`config.mk`:
```
export PLATFORM = sky130hd
export DESIGN_NAME = dtod_top
export DESIGN_NICKNAME = d
export VERILOG_FILES = /design/src/rtl/dtod_pkg.sv /design/src/rtl/dtod_timer.sv /design/src/rtl/dtod_top.sv
export SDC_FILE = /design/constraint.sdc
export NUM_CORES = 1
export LEC_CHECK = 0
export ABC_CLOCK_PERIOD_IN_PS = 6100
export BUFFER_PORTS_ARGS = -buffer_cell sky130_fd_sc_hd__buf_4
export CAP_MARGIN = 20
export CORE_MARGIN = 5
export CORE_UTILIZATION = 55
export CTS_BUF_LIST = sky130_fd_sc_hd__clkbuf_8
export CTS_CLUSTER_SIZE = 16
export DETAILED_ROUTE_END_ITERATION = 16
export GPL_TIMING_DRIVEN = 0
export HOLD_SLACK_MARGIN = 0.12
export PLACE_DENSITY = 0.78
export REMOVE_ABC_BUFFERS = 1
export SYNTH_ARGS = -nofsm -noshare
export SYNTH_HDL_FRONTEND = slang
export SYNTH_SLANG_ARGS = --single-unit
```
`constraint.sdc`:
```
create_clock -name CLK -period 6.1 [get_ports CLK]
set_input_delay 0 -clock CLK [delete_from_list [all_inputs] [get_ports CLK]]
set_output_delay 0 -clock CLK [all_outputs]
set_load 0.02 [all_outputs]
```
`src/rtl/dtod_pkg.sv`:
```
// Shared types and constants for the data-transfer opcode decoder.
// Assumes one 40 MHz clock; all counts are in clock cycles.
package dtod_pkg;

  // ----------------------------------------------------------------
  // Operation classes
  // ----------------------------------------------------------------
  typedef enum logic [4:0] {
    OP_NONE       = 5'h00,
    OP_ACC_TO_MEM = 5'h01, // Accumulator stored at direct address
    OP_LOAD_SEG   = 5'h02, // Segment register loaded from reg/mem
    OP_STORE_SEG  = 5'h03, // Segment register copied to reg/mem
    OP_PUSH_MEM   = 5'h04,
    OP_PUSH_REG   = 5'h05,
    OP_PUSH_SEG   = 5'h06,
    OP_PUSH_IMM   = 5'h07,
    OP_PUSH_ALL   = 5'h08, // stack_store_all_op
    OP_POP_MEM    = 5'h09,
    OP_POP_REG    = 5'h0a,
    OP_POP_SEG    = 5'h0b,
    OP_POP_ALL    = 5'h0c, // stack_load_all_op
    OP_SWAP_RM    = 5'h0d, // swap_operands_op, register with reg/mem
    OP_SWAP_ACC   = 5'h0e, // swap_operands_op, register with accumulator
    OP_IN_FIX     = 5'h0f,
    OP_IN_VAR     = 5'h10,
    OP_OUT_FIX    = 5'h11,
    OP_OUT_VAR    = 5'h12,
    OP_TABLE_LOOKUP_BYTE_OP_BYTE  = 5'h13  // table_lookup_byte_op
  } dtod_op_e;

  // Sequencer states, Gray along idle -> fetch -> exec
  typedef enum logic [1:0] {
    ST_IDLE  = 2'b00,
    ST_FETCH = 2'b01,
    ST_EXEC  = 2'b11
  } dtod_state_e;

  // Result of decoding the first opcode byte
  typedef struct packed {
    dtod_op_e   op;    // Operation class
    logic       wide;  // Word operation when set
    logic       modrm; // Addressing byte follows
    logic [1:0] imm;   // Fixed operand bytes after opcode
    logic [2:0] sel;   // Register or segment select
    logic       bad;   // Not a form this block handles
  } dtod_dec_s;

  // ----------------------------------------------------------------
  // Execution cycle counts
  // ----------------------------------------------------------------
  localparam logic [4:0] CNT_ACC_STORE = 5'h03;
  localparam logic [4:0] CNT_LSEG_REG_R = 5'h02;
  localparam logic [4:0] CNT_LSEG_MEM_R = 5'h05;
  localparam logic [4:0] CNT_LSEG_REG_P = 5'h11;
  localparam logic [4:0] CNT_LSEG_MEM_P = 5'h13;
  localparam logic [4:0] CNT_SSEG_REG = 5'h02;
  localparam logic [4:0] CNT_SSEG_MEM = 5'h03;
  localparam logic [4:0] CNT_PUSH_MEM = 5'h05;
  localparam logic [4:0] CNT_PUSH = 5'h03;
  localparam logic [4:0] CNT_PUSH_ALL = 5'h11;
  localparam logic [4:0] CNT_POP = 5'h05;
  localparam logic [4:0] CNT_POP_SEG_P = 5'h14;
  localparam logic [4:0] CNT_POP_ALL = 5'h13;
  localparam logic [4:0] CNT_SWAP_REG = 5'h03;
  localparam logic [4:0] CNT_SWAP_MEM = 5'h05;
  localparam logic [4:0] CNT_IN = 5'h05;
  localparam logic [4:0] CNT_OUT = 5'h03;
  localparam logic [4:0] CNT_TABLE_LOOKUP_BYTE_OP = 5'h05;

  // ----------------------------------------------------------------
  // Field codes and exception vectors
  // ----------------------------------------------------------------
  localparam logic [1:0] MOD_REG = 2'h3;      // Register operand form
  localparam logic [1:0] MOD_DISP8 = 2'h1;
  localparam logic [1:0] MOD_DISP16 = 2'h2;
  localparam logic [2:0] RM_DIRECT = 3'h6;    // Direct address under mod 00
  localparam logic [2:0] SUB_PUSH_MEM = 3'h6;
  localparam logic [2:0] SUB_POP_MEM = 3'h0;
  localparam logic [1:0] SEG_NO_POP = 2'h1;   // Code segment cannot be popped
  localparam logic [7:0] VEC_GEN_PROT = 8'h0d;
  localparam logic [7:0] VEC_STACK = 8'h0c;

endpackage

```
`src/rtl/dtod_timer.sv`:
```
// Execution cycle timer for the opcode decoder.
// Assumes load and abort are single-cycle strobes from the sequencer.
`timescale 1ns/1ps

module dtod_timer (
  input wire logic clk,
  input wire logic rst,
  input wire logic ce,
  input wire logic load,
  input wire logic abort,
  input wire logic stall,
  input wire logic [4:0] count_in,
  output logic expire
);

  // ----------------------------------------------------------------
  // Down counter
  // ----------------------------------------------------------------
  logic [4:0] cnt_r; // Cycles left, zero when idle

  // Last cycle, unless a bus wait holds it back
  assign expire = (cnt_r == 5'h01) & ~stall;

  // Wait states stretch the count instead of being folded in up front
  always_ff @(posedge clk) begin
    if (rst) begin
      cnt_r <= 5'h00;
    end else if (ce) begin
      if (abort) begin
        cnt_r <= 5'h00;
      end else if (load) begin
        cnt_r <= count_in;
      end else if ((cnt_r != 5'h00) && !stall) begin
        cnt_r <= cnt_r - 5'h01;
      end
    end
  end

endmodule // dtod_timer

```
`src/rtl/dtod_top.sv`:
```
// Decoder and timer for the data-transfer opcode group.
// Assumes opcode bytes arrive one per cycle, synchronous to CLK.
`timescale 1ns/1ps

module dtod_top (
  input wire logic CLK,
  input wire logic RST,
  input wire logic CE,
  input wire logic BYTE_VALID,
  input wire logic [7:0] BYTE_IN,
  input wire logic PROT_MODE,
  input wire logic [1:0] CURRENT_PRIVILEGE_LEVEL,
  input wire logic [1:0] IO_PRIVILEGE_THRESHOLD,
  input wire logic SEG_FAULT,
  input wire logic STACK_FAULT,
  input wire logic BUS_WAIT,
  output logic BYTE_READY,
  output logic BUSY,
  output logic OP_DONE,
  output logic [4:0] OP_CLASS,
  output logic OP_WIDE,
  output logic [2:0] REG_SEL,
  output logic REG_FORM,
  output logic BUS_HOLD,
  output logic EXC_RAISE,
  output logic [7:0] EXC_VECTOR,
  output logic ILLEGAL
);

  // ----------------------------------------------------------------
  // Decode functions
  // ----------------------------------------------------------------

  // First byte: class, width and operand bytes still to come
  function automatic dtod_pkg::dtod_dec_s decode_first(input logic [7:0] b);
    dtod_pkg::dtod_dec_s d;
    d = '{op: dtod_pkg::OP_NONE, wide: 1'b1, modrm: 1'b0, imm: 2'h0,
          sel: b[2:0], bad: 1'b0};
    casez (b)
      8'b1010001?: begin d.op = dtod_pkg::OP_ACC_TO_MEM; d.wide = b[0]; d.imm = 2'h2; end
      8'b10001110: begin d.op = dtod_pkg::OP_LOAD_SEG; d.modrm = 1'b1; end
      8'b10001100: begin d.op = dtod_pkg::OP_STORE_SEG; d.modrm = 1'b1; end
      8'b11111111: begin d.op = dtod_pkg::OP_PUSH_MEM; d.modrm = 1'b1; end
      8'b01010???: d.op = dtod_pkg::OP_PUSH_REG;
      8'b000??110: begin d.op = dtod_pkg::OP_PUSH_SEG; d.sel = {1'b0, b[4:3]}; end
      8'b011010?0: begin d.op = dtod_pkg::OP_PUSH_IMM; d.imm = b[1] ? 2'h1 : 2'h2; end
      8'b01100000: d.op = dtod_pkg::OP_PUSH_ALL;
      8'b10001111: begin d.op = dtod_pkg::OP_POP_MEM; d.modrm = 1'b1; end
      8'b01011???: d.op = dtod_pkg::OP_POP_REG;
      8'b000??111: begin
        d.op = dtod_pkg::OP_POP_SEG;
        d.sel = {1'b0, b[4:3]};
        d.bad = (b[4:3] == dtod_pkg::SEG_NO_POP);
      end
      8'b01100001: d.op = dtod_pkg::OP_POP_ALL;
      8'b1000011?: begin d.op = dtod_pkg::OP_SWAP_RM; d.wide = b[0]; d.modrm = 1'b1; end
      8'b10010???: d.op = dtod_pkg::OP_SWAP_ACC;
      8'b1110010?: begin d.op = dtod_pkg::OP_IN_FIX; d.wide = b[0]; d.imm = 2'h1; end
      8'b1110110?: begin d.op = dtod_pkg::OP_IN_VAR; d.wide = b[0]; end
      8'b1110011?: begin d.op = dtod_pkg::OP_OUT_FIX; d.wide = b[0]; d.imm = 2'h1; end
      8'b1110111?: begin d.op = dtod_pkg::OP_OUT_VAR; d.wide = b[0]; end
      8'b11010111: begin d.op = dtod_pkg::OP_TABLE_LOOKUP_BYTE_OP_BYTE; d.wide = 1'b0; end
      default: d.bad = 1'b1; // Other groups are not handled here
    endcase
    return d;
  endfunction

  // Displacement bytes that follow an addressing byte
  function automatic logic [1:0] disp_len(input logic [1:0] md, input logic [2:0] rm);
    if (md == dtod_pkg::MOD_DISP8) return 2'h1;
    if (md == dtod_pkg::MOD_DISP16) return 2'h2;
    if ((md == 2'h0) && (rm == dtod_pkg::RM_DIRECT)) return 2'h2;
    return 2'h0;
  endfunction

  // Execution cycles: register form takes the smaller figure
  function automatic logic [4:0] clocks_for(input dtod_pkg::dtod_op_e op,
                                            input logic rf, input logic prot);
    unique case (op)
      dtod_pkg::OP_ACC_TO_MEM: return dtod_pkg::CNT_ACC_STORE;
      dtod_pkg::OP_LOAD_SEG: begin
        if (prot) return rf ? dtod_pkg::CNT_LSEG_REG_P : dtod_pkg::CNT_LSEG_MEM_P;
        return rf ? dtod_pkg::CNT_LSEG_REG_R : dtod_pkg::CNT_LSEG_MEM_R;
      end
      dtod_pkg::OP_STORE_SEG: return rf ? dtod_pkg::CNT_SSEG_REG : dtod_pkg::CNT_SSEG_MEM;
      dtod_pkg::OP_PUSH_MEM: return dtod_pkg::CNT_PUSH_MEM;
      dtod_pkg::OP_PUSH_ALL: return dtod_pkg::CNT_PUSH_ALL;
      dtod_pkg::OP_POP_SEG: return prot ? dtod_pkg::CNT_POP_SEG_P : dtod_pkg::CNT_POP;
      dtod_pkg::OP_POP_ALL: return dtod_pkg::CNT_POP_ALL;
      dtod_pkg::OP_SWAP_RM: return rf ? dtod_pkg::CNT_SWAP_REG : dtod_pkg::CNT_SWAP_MEM;
      dtod_pkg::OP_SWAP_ACC: return dtod_pkg::CNT_SWAP_REG;
      dtod_pkg::OP_POP_MEM, dtod_pkg::OP_POP_REG: return dtod_pkg::CNT_POP;
      dtod_pkg::OP_IN_FIX, dtod_pkg::OP_IN_VAR: return dtod_pkg::CNT_IN;
      dtod_pkg::OP_OUT_FIX, dtod_pkg::OP_OUT_VAR: return dtod_pkg::CNT_OUT;
      dtod_pkg::OP_TABLE_LOOKUP_BYTE_OP_BYTE: return dtod_pkg::CNT_TABLE_LOOKUP_BYTE_OP;
      default: return dtod_pkg::CNT_PUSH; // Other pushes
    endcase
  endfunction

  // ----------------------------------------------------------------
  // State
  // ----------------------------------------------------------------
  dtod_pkg::dtod_state_e state_r, state_nxt; // Sequencer
  dtod_pkg::dtod_dec_s dec_r, dec_nxt;       // Instruction in hand
  logic [1:0] rem_r, rem_nxt;                // Operand bytes left
  logic pend_r, pend_nxt;                    // Addressing byte awaited
  logic rf_r, rf_nxt;                        // Register operand form
  logic prot_r;                              // Mode caught at exec start
  logic [4:0] exec_cnt_r;                    // Exec cycles seen, for checks

  // ----------------------------------------------------------------
  // Decode wires
  // ----------------------------------------------------------------
  dtod_pkg::dtod_dec_s first_dec;
  dtod_pkg::dtod_op_e op_now;
  logic take, idle_take, fetch_take, modrm_err, bad_take, go_last;
  logic io_op, io_deny, enter_exec, io_trap, rf_now;
  logic stack_op, mem_op, in_exec, stack_hit, fault_hit, tmr_expire;
  logic [1:0] mod_f, disp;
  logic [2:0] reg_f;
  logic [4:0] clocks;

  assign take = CE & BYTE_VALID & BYTE_READY;
  assign idle_take = take & (state_r == dtod_pkg::ST_IDLE);
  assign fetch_take = take & (state_r == dtod_pkg::ST_FETCH);
  assign first_dec = decode_first(BYTE_IN);
  assign mod_f = BYTE_IN[7:6];
  assign reg_f = BYTE_IN[5:3];
  assign disp = disp_len(mod_f, BYTE_IN[2:0]);
  assign op_now = (state_r == dtod_pkg::ST_IDLE) ? first_dec.op : dec_r.op;

  // Sub-field checks on the addressing byte
  assign modrm_err = pend_r & (
    ((dec_r.op == dtod_pkg::OP_PUSH_MEM) & (reg_f != dtod_pkg::SUB_PUSH_MEM)) |
    ((dec_r.op == dtod_pkg::OP_POP_MEM) & (reg_f != dtod_pkg::SUB_POP_MEM)) |
    (((dec_r.op == dtod_pkg::OP_LOAD_SEG) | (dec_r.op == dtod_pkg::OP_STORE_SEG)) & reg_f[2]));
  assign bad_take = (idle_take & first_dec.bad) | (fetch_take & modrm_err);

  // Last byte of the instruction has just been taken
  assign go_last = (idle_take & ~first_dec.bad & ~first_dec.modrm & (first_dec.imm == 2'h0)) |
                   (fetch_take & ~modrm_err & (pend_r ? (disp == 2'h0) : (rem_r == 2'h1)));

  // Port access checked before any cycle is spent
  assign io_op = (op_now == dtod_pkg::OP_IN_FIX) | (op_now == dtod_pkg::OP_IN_VAR) |
                 (op_now == dtod_pkg::OP_OUT_FIX) | (op_now == dtod_pkg::OP_OUT_VAR);
  assign io_deny = PROT_MODE & io_op &
                   (CURRENT_PRIVILEGE_LEVEL > IO_PRIVILEGE_THRESHOLD);
  assign io_trap = go_last & io_deny;
  assign enter_exec = go_last & ~io_deny;

  // Register form only when the addressing byte says mod 11
  assign rf_now = pend_r ? (mod_f == dtod_pkg::MOD_REG) : rf_r;
  assign clocks = clocks_for(op_now, rf_now, PROT_MODE);

  // Operand faults, protected mode only; stack overrun outranks the rest
  assign in_exec = state_r == dtod_pkg::ST_EXEC;
  assign stack_op = (dec_r.op >= dtod_pkg::OP_PUSH_MEM) & (dec_r.op <= dtod_pkg::OP_POP_ALL);
  assign mem_op = (dec_r.op == dtod_pkg::OP_ACC_TO_MEM) | (dec_r.op == dtod_pkg::OP_TABLE_LOOKUP_BYTE_OP_BYTE) |
                  (~rf_r & ((dec_r.op == dtod_pkg::OP_LOAD_SEG) |
                  (dec_r.op == dtod_pkg::OP_STORE_SEG) | (dec_r.op == dtod_pkg::OP_PUSH_MEM) |
                  (dec_r.op == dtod_pkg::OP_POP_MEM) | (dec_r.op == dtod_pkg::OP_SWAP_RM)));
  assign stack_hit = STACK_FAULT & stack_op;
  assign fault_hit = in_exec & prot_r & (stack_hit | (SEG_FAULT & mem_op));

  // ----------------------------------------------------------------
  // Execution timer
  // ----------------------------------------------------------------
  dtod_timer u_timer (
    .clk(CLK),
    .rst(RST),
    .ce(CE),
    .load(enter_exec),
    .abort(fault_hit),
    .stall(BUS_WAIT),
    .count_in(clocks),
    .expire(tmr_expire)
  );

  // ----------------------------------------------------------------
  // Sequencer next state
  // ----------------------------------------------------------------
  always_comb begin
    state_nxt = state_r;
    dec_nxt = dec_r;
    rem_nxt = rem_r;
    pend_nxt = pend_r;
    rf_nxt = rf_r;
    unique case (state_r)
      dtod_pkg::ST_IDLE: begin
        if (idle_take) begin
          // Opcode byte: remember it and what must follow
          dec_nxt = first_dec;
          pend_nxt = first_dec.modrm;
          rem_nxt = first_dec.imm;
          rf_nxt = 1'b0;
          if (enter_exec) state_nxt = dtod_pkg::ST_EXEC;
          else if (!(first_dec.bad || go_last)) state_nxt = dtod_pkg::ST_FETCH;
        end
      end
      dtod_pkg::ST_FETCH: begin
        if (fetch_take) begin
          if (pend_r) begin
            // Addressing byte: form, select and displacement length
            pend_nxt = 1'b0;
            rf_nxt = rf_now;
            rem_nxt = disp;
            if (dec_r.op != dtod_pkg::OP_PUSH_MEM && dec_r.op != dtod_pkg::OP_POP_MEM) begin
              dec_nxt.sel = reg_f;
            end
          end else begin
            rem_nxt = rem_r - 2'h1;
          end
          if (enter_exec) state_nxt = dtod_pkg::ST_EXEC;
          else if (bad_take || go_last) state_nxt = dtod_pkg::ST_IDLE;
        end
      end
      dtod_pkg::ST_EXEC: begin
        // Fault aborts at once; otherwise leave on the last counted cycle
        if (fault_hit || tmr_expire) state_nxt = dtod_pkg::ST_IDLE;
      end
      default: state_nxt = dtod_pkg::ST_IDLE; // Unused code recovers
    endcase
  end

  // ----------------------------------------------------------------
  // Sequencer registers
  // ----------------------------------------------------------------
  always_ff @(posedge CLK) begin
    if (RST) begin
      state_r <= dtod_pkg::ST_IDLE;
      dec_r <= '0;
      rem_r <= 2'h0;
      pend_r <= 1'b0;
      rf_r <= 1'b0;
    end else if (CE) begin
      state_r <= state_nxt;
      dec_r <= dec_nxt;
      rem_r <= rem_nxt;
      pend_r <= pend_nxt;
      rf_r <= rf_nxt;
    end
  end

  // Mode held for the whole execution, and a cycle tally for checks
  always_ff @(posedge CLK) begin
    if (RST) begin
      prot_r <= 1'b0;
      exec_cnt_r <= 5'h00;
    end else if (CE) begin
      if (enter_exec) begin
        prot_r <= PROT_MODE;
        exec_cnt_r <= 5'h00;
      end else if (in_exec && !BUS_WAIT && !fault_hit) begin
        exec_cnt_r <= exec_cnt_r + 5'h01;
      end
    end
  end

  // ----------------------------------------------------------------
  // Registered outputs
  // ----------------------------------------------------------------
  always_ff @(posedge CLK) begin
    if (RST) begin
      BYTE_READY <= 1'b1;
      BUSY <= 1'b0;
      OP_DONE <= 1'b0;
      BUS_HOLD <= 1'b0;
      EXC_RAISE <= 1'b0;
      EXC_VECTOR <= 8'h00;
      ILLEGAL <= 1'b0;
    end else if (CE) begin
      BYTE_READY <= state_nxt != dtod_pkg::ST_EXEC;
      BUSY <= state_nxt != dtod_pkg::ST_IDLE;
      OP_DONE <= in_exec & tmr_expire & ~fault_hit;
      // Locked bus for the whole memory swap, prefix or not
      BUS_HOLD <= (state_nxt == dtod_pkg::ST_EXEC) &
                  (dec_nxt.op == dtod_pkg::OP_SWAP_RM) & ~rf_nxt;
      EXC_RAISE <= io_trap | fault_hit;
      if (io_trap || fault_hit) begin
        EXC_VECTOR <= (fault_hit && stack_hit) ? dtod_pkg::VEC_STACK : dtod_pkg::VEC_GEN_PROT;
      end
      ILLEGAL <= bad_take;
    end
  end

  // Instruction fields come straight from the held decode
  assign OP_CLASS = dec_r.op;
  assign OP_WIDE = dec_r.wide;
  assign REG_SEL = dec_r.sel;
  assign REG_FORM = rf_r;
endmodule // dtod_top

```
* Yosys cells after proc, flatten, opt, wreduce, memory -nomap -nowiden *
Cells that the tools add are included.
Widths: inputs -> output; s select.

word-level totals
  logic and storage cells = 227
  bits of input ports = 20
  flip-flop bits (word level) = 39

operators by class
  reduce and logical (&&, ||, !) cells = 30
  bitwise gates (word level) = 53
  multiplexer cells = 61
  add/subtract/negate cells = 2
  magnitude comparators = 3
  equality and inequality tests = 59

operators with widths
  kind                number
  $pmux 5 s19         1
  $eq 5x4->1 const B  12
  $eq 7x7->1 const B  6
  $eq 8x8->1 const B  5
  $mux 2              18
  $mux 5              7
  $pmux 5 s7          1
  $and 1x1->1         30
  $eq 5x5->1 const B  6
  $eq 5x2->1 const B  4
  $mux 1              18
  $mux 3              6
  $reduce_or 18->1    1
  $eq 8x7->1 const B  2
  $or 1x1->1          15
  $mux 13             1
  $eq 6x3->1 const B  2
  $pmux 2 s3          2
  $reduce_or 6->1     2
  $eq 5x1->1 const B  2
  $eq 5x3->1 const B  2
  $mux 9              1
  $eq 2x1->1 const B  4
  $eq 2x2->1 const B  4
  29 further kinds    56

* Longest topological paths before layout *
Gate-level depths: netlist (run 1).

  word-level depth = 20
  gate-level depth with buffers = 11

* Cells and area by module *
A second synthesis (run 1) with hierarchy kept.

unflattened totals
  cell total of the unflattened synthesis = 360
  area, all modules = 2,612.5 um^2

modules (own cells, without submodules)
  module      area each (um^2)  sequential area each (um^2)  times used  cells each
  dtod_top    2,245.9           480.5                        1           317
  dtod_timer  366.6             100.1                        1           43

* Worst setup path after synthesis (run 1) *
No wires, ideal clock.

  path type = reg-to-reg
  from = register dec_r (netlist bit OP_CLASS[1])
  to = register u_timer.cnt_r[2]
  library setup time = 0.086 ns
  data arrival time = 2.305 ns
  path buffers = 2
  path slack = 3.709 ns
  cell stages (with the launch flop) = 11
  path through = dfxtp_1 clkbuf_1 nand4b_1 a2111oi_0 o21a_1 or2_2 buf_2 o21a_1 and4b_1 a211oi_1 a211oi_1

between the ends
  longest elaborated chain between the ends = 12

ends and longest elaborated chain
  element                                                       RTL line                          source
  from (decl)                                                   dtod_top.sv:104                   dtod_pkg::dtod_dec_s dec_r, dec_nxt;
  from (signal assigned)                                        dtod_top.sv:237                   dec_r <= dec_nxt;
  $eq 5x2->1, or another cell as far along                      dtod_top.sv:136, dtod_top.sv:159
  $or 1x1->1, or another cell as far along                      dtod_top.sv:136, dtod_top.sv:159
  $or 1x1->1, or another cell as far along                      dtod_top.sv:160                   (dec_r.op == dtod_pkg::OP_STORE_SEG) | (dec_r.op == dtod_pkg::OP_PUSH_MEM) |
  $or 1x1->1, on equally long branches                          dtod_top.sv:160, dtod_top.sv:135
  $or 1x1->1 or $and 1x1->1 (tied branches)                     dtod_top.sv:161, dtod_top.sv:133
  $and 1x1->1 or $not 1->1 (tied branches)                      dtod_top.sv:159, dtod_top.sv:141
  $or 1x1->1 or $and 1x1->1 (tied branches)                     dtod_top.sv:158, dtod_top.sv:141
  $and 1x1->1, on equally long branches                         dtod_top.sv:163, dtod_top.sv:141
  $or 1x1->1, on equally long branches                          dtod_top.sv:163, dtod_top.sv:140
  $and 1x1->1, on equally long branches                         dtod_top.sv:163, dtod_top.sv:149
  $reduce_bool 3->1 (no source line) or $mux 5 (tied branches)  -
  $reduce_and 2->1 (no source line) or $mux 5 (tied branches)   -
  to (signal assigned)                                          dtod_timer.sv:32                  cnt_r <= count_in;
  to (signal assigned)                                          dtod_timer.sv:34                  cnt_r <= cnt_r - 5'h01;
  to (decl)                                                     dtod_timer.sv:19                  logic [4:0] cnt_r;

Several ways; a longest one is shown, not always the timed one.
A chain may end at the register's enable or synchronous reset.

* Final worst setup path (run 1) *
  from = register state_r[1]
  to = register EXC_RAISE

between the ends
  longest elaborated chain between the ends = 10

ends and longest elaborated chain
  element                                   RTL line                          source
  from (decl)                               dtod_top.sv:103                   dtod_pkg::dtod_state_e state_r, state_nxt;
  from (signal assigned)                    dtod_top.sv:230                   state_r <= dtod_pkg::ST_IDLE;
  from (signal assigned)                    dtod_top.sv:236                   state_r <= state_nxt;
  $logic_not 2->1                           dtod_top.sv:124, dtod_top.sv:130
  $mux 5                                    dtod_top.sv:130                   assign op_now = (state_r == dtod_pkg::ST_IDLE) ? first_dec.op : dec_r.op;
  $eq 5x4->1 or $eq 5x5->1 (tied branches)  dtod_top.sv:144                   assign io_op = (op_now == dtod_pkg::OP_IN_FIX) | (op_now == dtod_pkg::OP_IN_VAR) |
  $or 1x1->1 (2 in series)                  dtod_top.sv:144
  $or 1x1->1                                dtod_top.sv:145                   (op_now == dtod_pkg::OP_OUT_FIX) | (op_now == dtod_pkg::OP_OUT_VAR);
  $and 1x1->1 (2 in series)                 dtod_top.sv:146                   assign io_deny = PROT_MODE & io_op &
  $and 1x1->1                               dtod_top.sv:148                   assign io_trap = go_last & io_deny;
  $or 1x1->1 (*)                            dtod_top.sv:278                   EXC_RAISE <= io_trap | fault_hit;
  to (signal assigned)                      dtod_top.sv:278
  to (decl)                                 dtod_top.sv:25                    output logic EXC_RAISE,

Mark *: on every way between the ends. The rest lies on a longest branch, timed or not.

==> results.txt, run 1 <==
- Yosys printed 0 warnings.
* Synth Area per Inst: 7.34 um2
- Switching power: 192 uW
- Layout cells sized above 1: 17.2%
* Clock-pin slew on the worst setup and hold paths: 0.06 ns
- Global routing used 4.18% of the available met3 tracks.
- Entering global routing, the biggest net connects 32 pins.
* Final clock skew: 0.00505 ns
* Cell area reported after detailed placement: 0.00289 mm2
- Top-Level Pins: 44
- Final-layout setup total negative slack: 0 ns
- At the end of the flow the core is filled with cells to 63.8%.
- Tightest slew margin relative to the limit: 28.9%
- Core Rows: 25
* Total of flip-flops plus latches after synthesis: 29
- The max-slew violation total from the final report is 0.
- The share of total power dissipated in combinational logic is 31.3%.
- The most used flip-flop cell after synthesis is dfxtp_1.
- The startpoint identified for the worst hold timing path is STACK_FAULT.
* Unique cell type count in the Yosys netlist: 77
- The layer flagged by global routing as most heavily used is met2.
* Filler Cell Count: 454
* DP HPWL: 5300 um
- Counting tap cells, the placed design contains a total of 443 instances.
- STA puts the critical path data arrival time at 3.47 ns.
- The run finished with clean final reports.
- Number of instances in the synthesized netlist: 367
* Source of the critical timing path: state_r[1]
- TritonCTS built the clock tree.
* Standard cell core area: 0.00475 mm2
* Area used by multi-input combinational logic: 0.00187 mm2
- Detailed-route DRC error count: 0
* Synth top area cells: dfxtp_1, nor2_1, a21oi_1
- Wires add up to 7480 um.
- Sequential area share after synthesis: 21.6%
- Reg-to-reg critical path startpoint: state_r[1]
- Die width: 80.0 um
* Count of placed standard cells in the final layout, fillers left out: 456
- Area share of the largest cell type after synthesis: 21.6%
- Num Clock Sinks: 29
- Number of antenna violations at the first check in global routing: 0
- Crit start category: flop
- At the end of routability-driven placement, the weighted congestion stood at 0.948.
- The critical path is of the reg2reg type.
- FF/Latch Area: 581 um2
- The floorplan step defined a die boundary enclosing 0.00640 mm2.
* Internal power of the cells: 358 uW
- Total setup violations reported at the end of the flow: 0
- Global routing usage summed across all routing layers: 24.7%
- Unrepaired setup endpoints after global routing: false
- Counting flops with an async set or reset pin after synthesis yields a share of 0%.
- Initial detailed-routing violation count: 308
* Number of optimization iterations in the first detailed-route pass: 5
- The worst setup path is captured at a flop.
- Die Y: 80.0 um
* Routed Antenna Nets: 0
* Maximum ir drop on the vdd rail: 0.0000796 V
- The synthesized design contains 0 enable-type register cells.
- Data on the critical path is required at its endpoint by 6.29 ns.
- In this run the static leakage power is 0.00112 uW.
- Compared with the post-synthesis result, the final layout area differs by 12.6%.
- Number of vias in the routed layout: 2912
- In this run the worst hold path is classified as in2reg.
* Postcts setup bufs: 0
- After detailed routing, the average wire length per cell comes to 16.4 um.
- Final-stage net count: 416
- CTS H-Tree Depth: 2
- The tool flagged a number of max-cap violations equal to 0.
- Number of buffers added on ports: 38
* Met1 Use GR: 34.8%
* Clock latency reported for the late side of the worst-skew pair: 0.29 ns
* Number of buffers added by the clock tree synthesis step: 5
* Total inserted antenna cells: 0
- The total overflow left after global routing is 0.
- The worst path uses 53.8% of the clock period.
* Library cell occupying the most area in the post-synthesis netlist: dfxtp_1
- Number of global-route vias before repair: 2632
- Global-route met2 utilization: 38.7%
- Worst-Margin Slew: 1.06 ns
- Final instance area: 0.00303 mm2
- Effective utilization at floorplan: 56.7%
- In this run the worst path has a maximum fanout of 15.
- The routed design could run at a clock period as short as 3.28 ns.
- Cell chosen for the clock root: clkbuf_8
- Final hold vios: 0
- Via-to-Cell Ratio: 6.39
* Max Freq: 305 MHz
* Proportion of power drawn by flip-flops and latches: 38.8%
- Dividing total power by cell area gives a power density of 181 mW/mm2.
* Global-route wire length before repair: 12700 um
- Switching power as a share of total power: 34.9%
- The number of gates resized after CTS was 0.
- Share of power burned in the clock network: 29.9%
- Area of the mapped netlist: 0.00269 mm2
* Buffers from clock root to sink, at most: 2
==> critical path, cell delays in order (launching register included) <==
cell and delay (ns):
dfxtp_1 0.43, nor2_1 0.86, nand2b_1 0.59, nor2_1 0.36, a31o_1 0.48, nand2b_1 0.18, a311oi_1 0.29
==> cell type report <==
type / instances / share of cell area, %
Timing Repair Buffer: 44 / 11.4
Sequential cell: 29 / 19.1
Tap cell: 67 / 2.76
Clock buffer: 6 / 2.72
Multi-Input combinational cell: 292 / 61.7
Inverter: 17 / 2.19
Clock inverter: 1 / 0.124
==> power groups by stage <==
| stage | clock network [uW] | registers [uW] | logic, uW |
|---|---|---|---|
| floorplan | 0 | 221 | 104 |
| global placement | 0 | 217 | 163 |
| detailed placement | 0 | 218 | 166 |
| CTS | 166 | 213 | 169 |
| global route | 177 | 216 | 190 |
| finish | 164 | 214 | 172 |
==> cell usage in the layout (no fill, tap or decap), types with 7 or more instances in the layout <==
cell       n
nand2b_1   7
a211oi_1  12
o21ai_0   19
nand3_1   16
nand2_1   30
nor2_1    42
inv_1     16
nor2b_1    8
buf_4     38
nor3_1    11
nand4_1    9
a21oi_1   24
dfxtp_1   29
ha_1       7
==> routing by layer <==
| metal | part of all wire (%) | up-vias |
|---|---|---|
| li1 | - | 1404 |
| met4 | 1.3 | 0 |
| met5 | 0 | - |
| met3 | 8.4 | 12 |
| met2 | 46 | 134 |
| met1 | 44 | 1362 |
==> per-stage QoR <==
step | power [uW] | worst slack, ns | hold WS [ns]
2_1_floorplan | 325 | 3.54 | 0.0691
3_3_place_gp | 380 | 3.02 | 0.294
3_5_place_dp | 383 | 2.91 | 0.296
4_1_cts | 548 | 2.91 | 0.144
5_1_grt | 583 | 2.59 | 0.187
6_report | 550 | 2.82 | 0.141
==> registers in the layout, indices dropped and copies added (netlist names) <==
name,cells
OP_CLASS,5
u_timer.cnt_r,5
REG_SEL,3
EXC_VECTOR,2
rem_r,2
state_r,2
BUSY,1
BUS_HOLD,1
BYTE_READY,1
EXC_RAISE,1
ILLEGAL,1
OP_DONE,1
OP_WIDE,1
REG_FORM,1
pend_r,1
prot_r,1
==> cells in the mapped netlist (all sizes together), types with 2 or more instances <==
master and count:
a22oi 2, and2 3, and4b 2, a21bo 2, or3 5, and3 4, nor2 42, buf 17
a211oi 14, o21ai 22, a31oi 5, o21a 4, a41oi 2, or2 2, dfxtp 29, nor3b 3
a211o 2, a311oi 5, nand2b 7, o211ai 4, or3b 2, nand4 9, o311ai 5, mux2i 2
a21oi 24, nor2b 8, a31o 4, inv 17, clkbuf 16, a32oi 3, nand2 30, nand3 16
nand4b 4, nand3b 3, ha 7, a21boi 2, a221oi 3, nor3 11, nor4 3, o41ai 2
==> final timing paths <==
path	end	slack [ns]	cells past startpoint
max	EXC_RAISE	2.82	6
min	EXC_VECTOR[0]	0.14	4
max reg2reg	EXC_RAISE	2.82	6
min reg2reg	BUS_HOLD	0.46	2
==> logic make-up (layout without fill, tap and decap cells) <==
logic type | after synthesis | in the layout | synth area share [%]
AND/OR/NAND/NOR | 159 | 159 | 32.3
AO/OA/AOI/OAI | 117 | 117 | 31.8
buffers and inverters | 50 | 68 | 9.52
flip-flops | 29 | 29 | 21.6
adder cells (fa/ha/maj) | 7 | 7 | 3.25
multiplexers | 3 | 3 | 1.16
other | 1 | 5 | 0.139
XOR/XNOR | 1 | 1 | 0.325
==> timing repair <==
item | CTS | global route
hold endpoints to repair | 13 | 0
hold buffers | 6 | 0
setup endpoints to repair | 0 | 0
Note: power is estimated with default switching activity, not from simulation.
==> run 2: changes to the inputs <==
--- a/config.mk
+++ b/config.mk
@@ -5,17 +5,17 @@
 export SDC_FILE = /design/constraint.sdc
 export NUM_CORES = 1
 export LEC_CHECK = 0
-export ABC_CLOCK_PERIOD_IN_PS = 6100
+export ABC_CLOCK_PERIOD_IN_PS = 3000
 export BUFFER_PORTS_ARGS = -buffer_cell sky130_fd_sc_hd__buf_4
 export CAP_MARGIN = 20
 export CORE_MARGIN = 5
-export CORE_UTILIZATION = 55
+export CORE_UTILIZATION = 53
 export CTS_BUF_LIST = sky130_fd_sc_hd__clkbuf_8
 export CTS_CLUSTER_SIZE = 16
 export DETAILED_ROUTE_END_ITERATION = 16
 export GPL_TIMING_DRIVEN = 0
 export HOLD_SLACK_MARGIN = 0.12
-export PLACE_DENSITY = 0.78
+export PLACE_DENSITY = 0.79
 export REMOVE_ABC_BUFFERS = 1
 export SYNTH_ARGS = -nofsm -noshare
 export SYNTH_HDL_FRONTEND = slang
==> constraint.sdc (replaced) <==
create_clock -name CLK -period 3 [get_ports CLK]
set_input_delay 0 -clock CLK [delete_from_list [all_inputs] [get_ports CLK]]
set_output_delay 0 -clock CLK [all_outputs]
set_load 0.02 [all_outputs]
==> results.txt, run 2 (same netlist as run 1, synthesis figures left out) <==
- Final hold vios: 0 (unchanged)
- The number of global-route vias before repair was 2582 (-1.9%).
* Die Y: 81.3 um (+1.6%)
- Most frequent cells in the layout: nor2_1, buf_4, nand2_1, dfxtp_1, a21oi_1
- Global-route wire length before repair: 12300 um (-3.4%)
- CP top delay family: compound AO/OA/AOI/OAI gates
* Die width: 81.3 um (+1.6%)
* Total setup violations reported at the end of the flow: 0 (unchanged)
* Number of optimization iterations in the first detailed-route pass: 5 (unchanged)
- Post-DR wirelength/cell: 16.2 um (-1.3%)
* DP HPWL: 5220 um (-1.4%)
- Detailed-route DRC error count: 0 (unchanged)
- The total power was 1220 uW (+120%).
- Endpoint kind of the worst setup timing path: flop
- Count of maximum capacitance violations: 0 (unchanged)
- Post-layout min period: 2.68 ns
- Effective utilization at floorplan: 53.8% (-2.9 points)
- Final standard cell utilization of the core: 61.4% (-2.4 points)
- Clock latency reported for the late side of the worst-skew pair: 0.29 ns (about the same)
- The count of clock tree sinks is 29 (unchanged).
- Setup repair after global routing left no endpoint under its margin.
* Maximum ir drop on the vdd rail: 0.000179 V (+130%)
- The area growth from synthesis to layout is 14.2%.
* Placed instance count: 446 (+0.68%)
- Count of placed standard cells in the final layout, fillers left out: 460 (+0.88%)
* Global routing usage summed across all routing layers: 23.3% (-1.5 points)
* Top-Level Pins: 44 (unchanged)
- The iteration-0 DRC count of the detailed router was 347 (+13%).
- The number of antenna-violating nets in the routed design is 0 (unchanged).
- The worst-case headroom to the max-slew limit came to 34.1% (+5.2 points).
- Hold WS: 0.130 ns (-0.0108 ns)
- Cell chosen for the clock root: clkbuf_8
- CTS H-Tree Depth: 2 (unchanged)
- The number of antenna violations at the first check in global routing came to 0 (unchanged).
- The max-slew violation total from the final report was 0 (unchanged).
- Number of vias in the routed layout: 2925 (+0.45%)
- The library cell used most frequently in the layout, excluding fill and tap cells, is nor2_1.
- Pwr dens: 395 mW/mm2 (+120%)
- The cell row count is 26 (+4.0%).
* Final-layout setup total negative slack: 0 ns (unchanged)
* Number of buffers added on ports: 38 (unchanged)
* Slowest cell on the critical path: o41ai_2
* Peak fanout along the critical path: 16 (+1)
- Signal arrival time at the worst endpoint: 2.85 ns (-0.62 ns)
- The count of antenna diodes in the layout came to 0 (unchanged).
- TritonCTS clock tree: done
- Kind of critical path: in2reg
- Worst-Margin Slew: 0.978 ns (-0.0845 ns)
- The proportion of layout cells with a drive suffix above 1 came to 17.7% (+0.47 points).
- In the finished design, the share of the clock period the worst path needs comes to 89.2%.
- CP max stage delay: 0.86 ns (about the same)
- The clock-pin transition on the worst setup and hold timing paths was 0.07 ns (about the same).
- Final-stage net count: 416 (unchanged)
- The worst setup path is launched from an input port.
- Via-to-Cell Ratio: 6.36 (-0.43%)
- Standard cell core area: 0.00501 mm2 (+5.4%)
* Hold Path Class: in2reg
- The placer congestion estimate was 0.961 (+1.3%).
* Largest net degree at the start of global routing: 32 (unchanged)
* Cell Chain, Critical Path: buf_4 > nor3b_1 > a22o_1 > a211o_1 > o41ai_2 > o311ai_2 > nand3b_1 > a21boi_1 > a21bo_2
- The total CTS buffers came to 5 (unchanged).
* Leakage: 0.00113 uW (+1.5%)
- The area of the die came to 0.00661 mm2 (+3.3%).
- Total Routed Length: 7450 um (-0.39%)
- Required @ worst endpoint: 3.17 ns (-3.12 ns)
- Final clock skew: 0.00958 ns (+0.00453 ns)
- Final global-route overflow total: 0 (unchanged)
* Buffers from clock root to sink, at most: 2 (unchanged)
- For this run, the top clock speed supported by timing is 374 MHz.
- The flow ran to the end, and the final reports show no timing, DRC or antenna violations.
- The number of buffers and inverters on the critical path was 1 (+1).
==> run 2: changes by cell type in the layout (fill, tap and decap cells not counted) <==
cell	change
bufinv_16	+1
nor2_1	-1
nor2_4	+1
==> run 2: through the flow <==
stage / setup WS (ns) / cell area, um2
2_1_floorplan: 0.445 / 2520
3_5_place_dp: -0.175 / 2890
3_3_place_gp: -0.120 / 2890
6_report: 0.324 / 3080
5_1_grt: 0.177 / 3080
4_1_cts: 0.162 / 3070
==> run 2: routing by layer <==
metal,global-route usage (%),vias up,share of wire (%)
li1,-,1397,-
met1,31.3,1373,43
met2,37.5,134,47
met3,3.88,21,8.1
met4,7.77,0,2.0
met5,0,-,0
==> run 2: path summary, 6_finish.rpt <==
| check | slack, ns | to | depth (start not counted) | start |
|---|---|---|---|---|
| worst max register to register | 0.33 | EXC_RAISE | 6 | state_r[1] |
| worst min-delay path | 0.13 | rem_r[0] | 4 | BYTE_IN[4] |
| worst max-delay path | 0.32 | BYTE_READY | 9 | BYTE_IN[4] |
| worst min register to register | 0.46 | BUS_HOLD | 2 | BUS_HOLD |
==> run 2: worst reg2reg max path, delay by kind of cell, from the launching register on <==
family | cells | cell delay, ns
DFF | 1 | 0.45
AOI/OAI and AO/OA | 2 | 0.78
and+or+nand+nor | 4 | 1.35
==> run 2: power breakdown <==
part	internal (uW)	switching, uW	leakage [uW]
Sequential	407	29.1	0.000236
Clock	267	163	0.0000626
Combinational	144	206	0.000836
Total	818	398	0.00113
==> run 2: cell type report <==
cell class	instances	area, um2
fill	472	1930
multi-input combinational	292	1880
inverter	17	66.3
timing repair buffer	44	345
clock buffer	6	82.6
sequential	29	581
clock inverter	2	33.8
tap	70	87.6
==> run 2: what timing repair did <==
| action | CTS | global route |
|---|---|---|
| gates resized for setup | 1 | 1 |
| hold endpoints to repair | 12 | 0 |
| hold buffers | 6 | 0 |
| setup buffers | 0 | 0 |
| endpoints found under the setup margin | 14 | 9 |
==> run 3: changes to the inputs <==
--- a/config.mk
+++ b/config.mk
@@ -8,6 +8,7 @@
 export ABC_CLOCK_PERIOD_IN_PS = 3000
 export BUFFER_PORTS_ARGS = -buffer_cell sky130_fd_sc_hd__buf_4
 export CAP_MARGIN = 20
+export CORE_ASPECT_RATIO = 0.9
 export CORE_MARGIN = 5
 export CORE_UTILIZATION = 53
 export CTS_BUF_LIST = sky130_fd_sc_hd__clkbuf_8
==> constraint.sdc (replaced) <==
create_clock -name CLK -period 3 [get_ports CLK]
set_input_delay 0 -clock CLK [delete_from_list [all_inputs] [get_ports CLK]]
set_output_delay 0 -clock CLK [all_outputs]
set_load 0.1 [all_outputs]
==> results.txt, run 3 (same netlist as run 1, synthesis figures left out) <==
- The post-placement cell area came to 0.00289 mm2 (-0.22%).
* Total inserted antenna cells: 0 (unchanged)
- DP HPWL: 5400 um (+3.4%)
- The pre-CTS setup slack is -0.149 ns (+0.0262 ns).
- The setup clock skew after layout is 0.00575 ns (-0.00383 ns).
* Internal power of the cells: 711 uW (-13%)
- The core box area came to 0.00489 mm2 (-2.3%).
* Post-layout min period: 2.67 ns (-0.00437 ns)
* Number of antenna violations at the first check in global routing: 0 (unchanged)
- The post-layout instance area came to 0.00304 mm2 (-1.2%).
* Signal arrival time at the worst endpoint: 2.86 ns (about the same)
- The global router's overall resource usage is 22.8% (-0.47 points).
* Hold WS: 0.148 ns (+0.0183 ns)
- Max Freq: 374 MHz (+0.16%)
* Unrepaired setup endpoints after global routing: false
* Most common cell after layout, fill and taps aside: nor2_1
- The DRC violation count after routing is 0 (unchanged).
- Final Wtd Congestion: 0.955 (-0.53%)
* Peak fanout along the critical path: 15 (-1)
* Total setup violations reported at the end of the flow: 0 (unchanged)
- Num Clock Sinks: 29 (unchanged)
- Core Rows: 24 (-7.7%)
- The setup path with the least slack is of type reg2reg.
- Proportion of power drawn by flip-flops and latches: 36.3% (+0.5 points)
- Compared with the post-synthesis result, the final layout area differs by 12.8%.
- The switching power as a share of total power was 41.0% (+8.2 points).
* Number of buffers added on ports: 38 (unchanged)
- The slowest stage of the critical path is the dfxtp_1 cell.
* Clock latency reported for the late side of the worst-skew pair: 0.29 ns (about the same)
- In this run the critical register-to-register path is captured at EXC_RAISE.
* Die Y: 77.6 um (-4.5%)
* CP max stage delay: 0.48 ns (-0.38 ns)
* Maximum ir drop on the vdd rail: 0.000207 V (+15%)
- CTS H-Tree Depth: 2 (unchanged)
- FF/Latch Area: 581 um2 (unchanged)
- The transition time at the pin with the least slew margin came to 0.881 ns (-0.0967 ns).
- Filler Cell Count: 436 (-7.6%)
* Largest net degree at the start of global routing: 32 (unchanged)
* Status: completed
- The root buffer cell chosen for the clock tree is clkbuf_8.
* Buffers from clock root to sink, at most: 2 (unchanged)
- The routed wire length came to 7500 um (+0.70%).
* Crit start category: flop
- Pwr dens: 396 mW/mm2 (+0.22%)
* Routed Antenna Nets: 0 (unchanged)
- The depth of the most critical reg-to-reg path was 6 (unchanged).
- The die extent in x was 85.2 um (+4.7%).
* Setup slack after layout: 0.329 ns (+0.00437 ns)
- Number of global-route vias before repair: 2582 (unchanged)
- Placed instance count: 441 (-1.1%)
- Final-stage net count: 416 (unchanged)
- The multi-input combinational cell area came to 0.00188 mm2 (unchanged).
- The critical path starts at state_r[1].
- DIE AREA: 0.00661 mm2 (about the same)
- Via-to-Cell Ratio: 6.42 (+0.93%)
- Max Transition Viols Final: 0 (unchanged)
- In this run the critical register-to-register path is launched from state_r[1].
- The max capacitance violation total was 0 (unchanged).
- Most frequent cells in the layout: nor2_1, buf_4, nand2_1, dfxtp_1, a21oi_1
* Effective utilization at floorplan: 55.0% (+1.3 points)
- The number of detailed-route iterations in the first pass was 5 (unchanged).
* Number of buffers added by the clock tree synthesis step: 5 (unchanged)
- In this run the worst hold path is classified as in2reg.
* Final hold vios: 0 (unchanged)
* Setup slack of the most critical reg-to-reg path: 0.33 ns (about the same)
- Traced cell by cell, the critical path runs through nor2_4 > mux2_2 > o311ai_2 > nand3b_1 > nand2b_1 > a311oi_1.
- Global-route wire length before repair: 12500 um (+1.5%)
* Top-Level Pins: 44 (unchanged)
- The portion of the clock cycle consumed by the worst path in the final layout was 89.0% (-0.15 points).
* Postcts setup bufs: 0 (unchanged)
- Required @ worst endpoint: 3.19 ns (+0.02 ns)
- Layout cells sized above 1: 17.9% (+0.26 points)
* Initial detailed-routing violation count: 355 (+2.3%)
- Switching power: 494 uW (+24%)
- The final cell count without fillers is 455 (-1.1%).
- TritonCTS clock tree: done
- The clock-pin transition on the worst setup and hold timing paths came to 0.07 ns (about the same).
- Tightest slew margin relative to the limit: 40.6% (+6.5 points)
- STA classifies the critical path endpoint as a flop.
- The combinational group share of total power came to 36.5% (+7.7 points).
* CP Capture Point: EXC_RAISE
- The static leakage was 0.00112 uW (-1.6%).
- The clock network fraction of total power was 27.2% (-8.2 points).
- The remaining global-route overflow came to 0 (unchanged).
* Post-DR wirelength/cell: 16.5 um (+1.8%)
- Number of vias in the routed layout: 2920 (-0.17%)
run 3: worst min-delay path by stage:
stage,from,end,cells past startpoint
6_report,STACK_FAULT,EXC_VECTOR[0],4
5_1_grt,BYTE_IN[4],rem_r[0],4
4_1_cts,BYTE_IN[4],rem_r[0],4
3_5_place_dp,PROT_MODE,prot_r,3
3_3_place_gp,PROT_MODE,prot_r,3
2_1_floorplan,RST,OP_DONE,1
run 3: cell type report:
cell class	instances	share of cell area [%]
Inverter	17	2.18
Multi-Input combinational cell	292	61.8
Clock inverter	3	0.576
Tap cell	65	2.68
Sequential cell	29	19.1
Clock buffer	5	2.26
Timing Repair Buffer	44	11.4
run 3: repair_timing:
item	in CTS	in global routing
resized for setup	1	1
hold buffers	6	0
endpoints found under the hold margin	13	0
endpoints found under the setup margin	13	11
run 3: worst max-delay path, delay by kind of cell (launching register included):
| family | cells | cell delay (ns) |
|---|---|---|
| mux | 1 | 0.44 |
| compound gates | 2 | 0.55 |
| simple gates | 3 | 1.11 |
| flops | 1 | 0.48 |
run 3: metal layers:
layer / global-route usage, % / vias to the layer above / part of all wire, %
met3: 5.08 / 10 / 9.0
met2: 33.5 / 142 / 44
li1: - / 1403 / -
met1: 33.0 / 1365 / 45
met4: 7.12 / 0 / 1.4
met5: 0 / - / 0
run 3: metrics by stage:
step	utilization (%)	power [uW]	setup TNS, ns
floorplan	-	750	0
finish	62.1	1200	0
CTS	62.0	1200	0
global route	62.1	1270	0
detailed placement	58.9	870	-0.995
global placement	58.9	862	-0.742
run 3: power groups by stage:
stage,clock network (uW),registers [uW],logic (uW)
floorplan,0,516,234
global placement,0,442,420
detailed placement,0,444,426
CTS,331,435,434
global route,349,440,477
finish,328,437,440
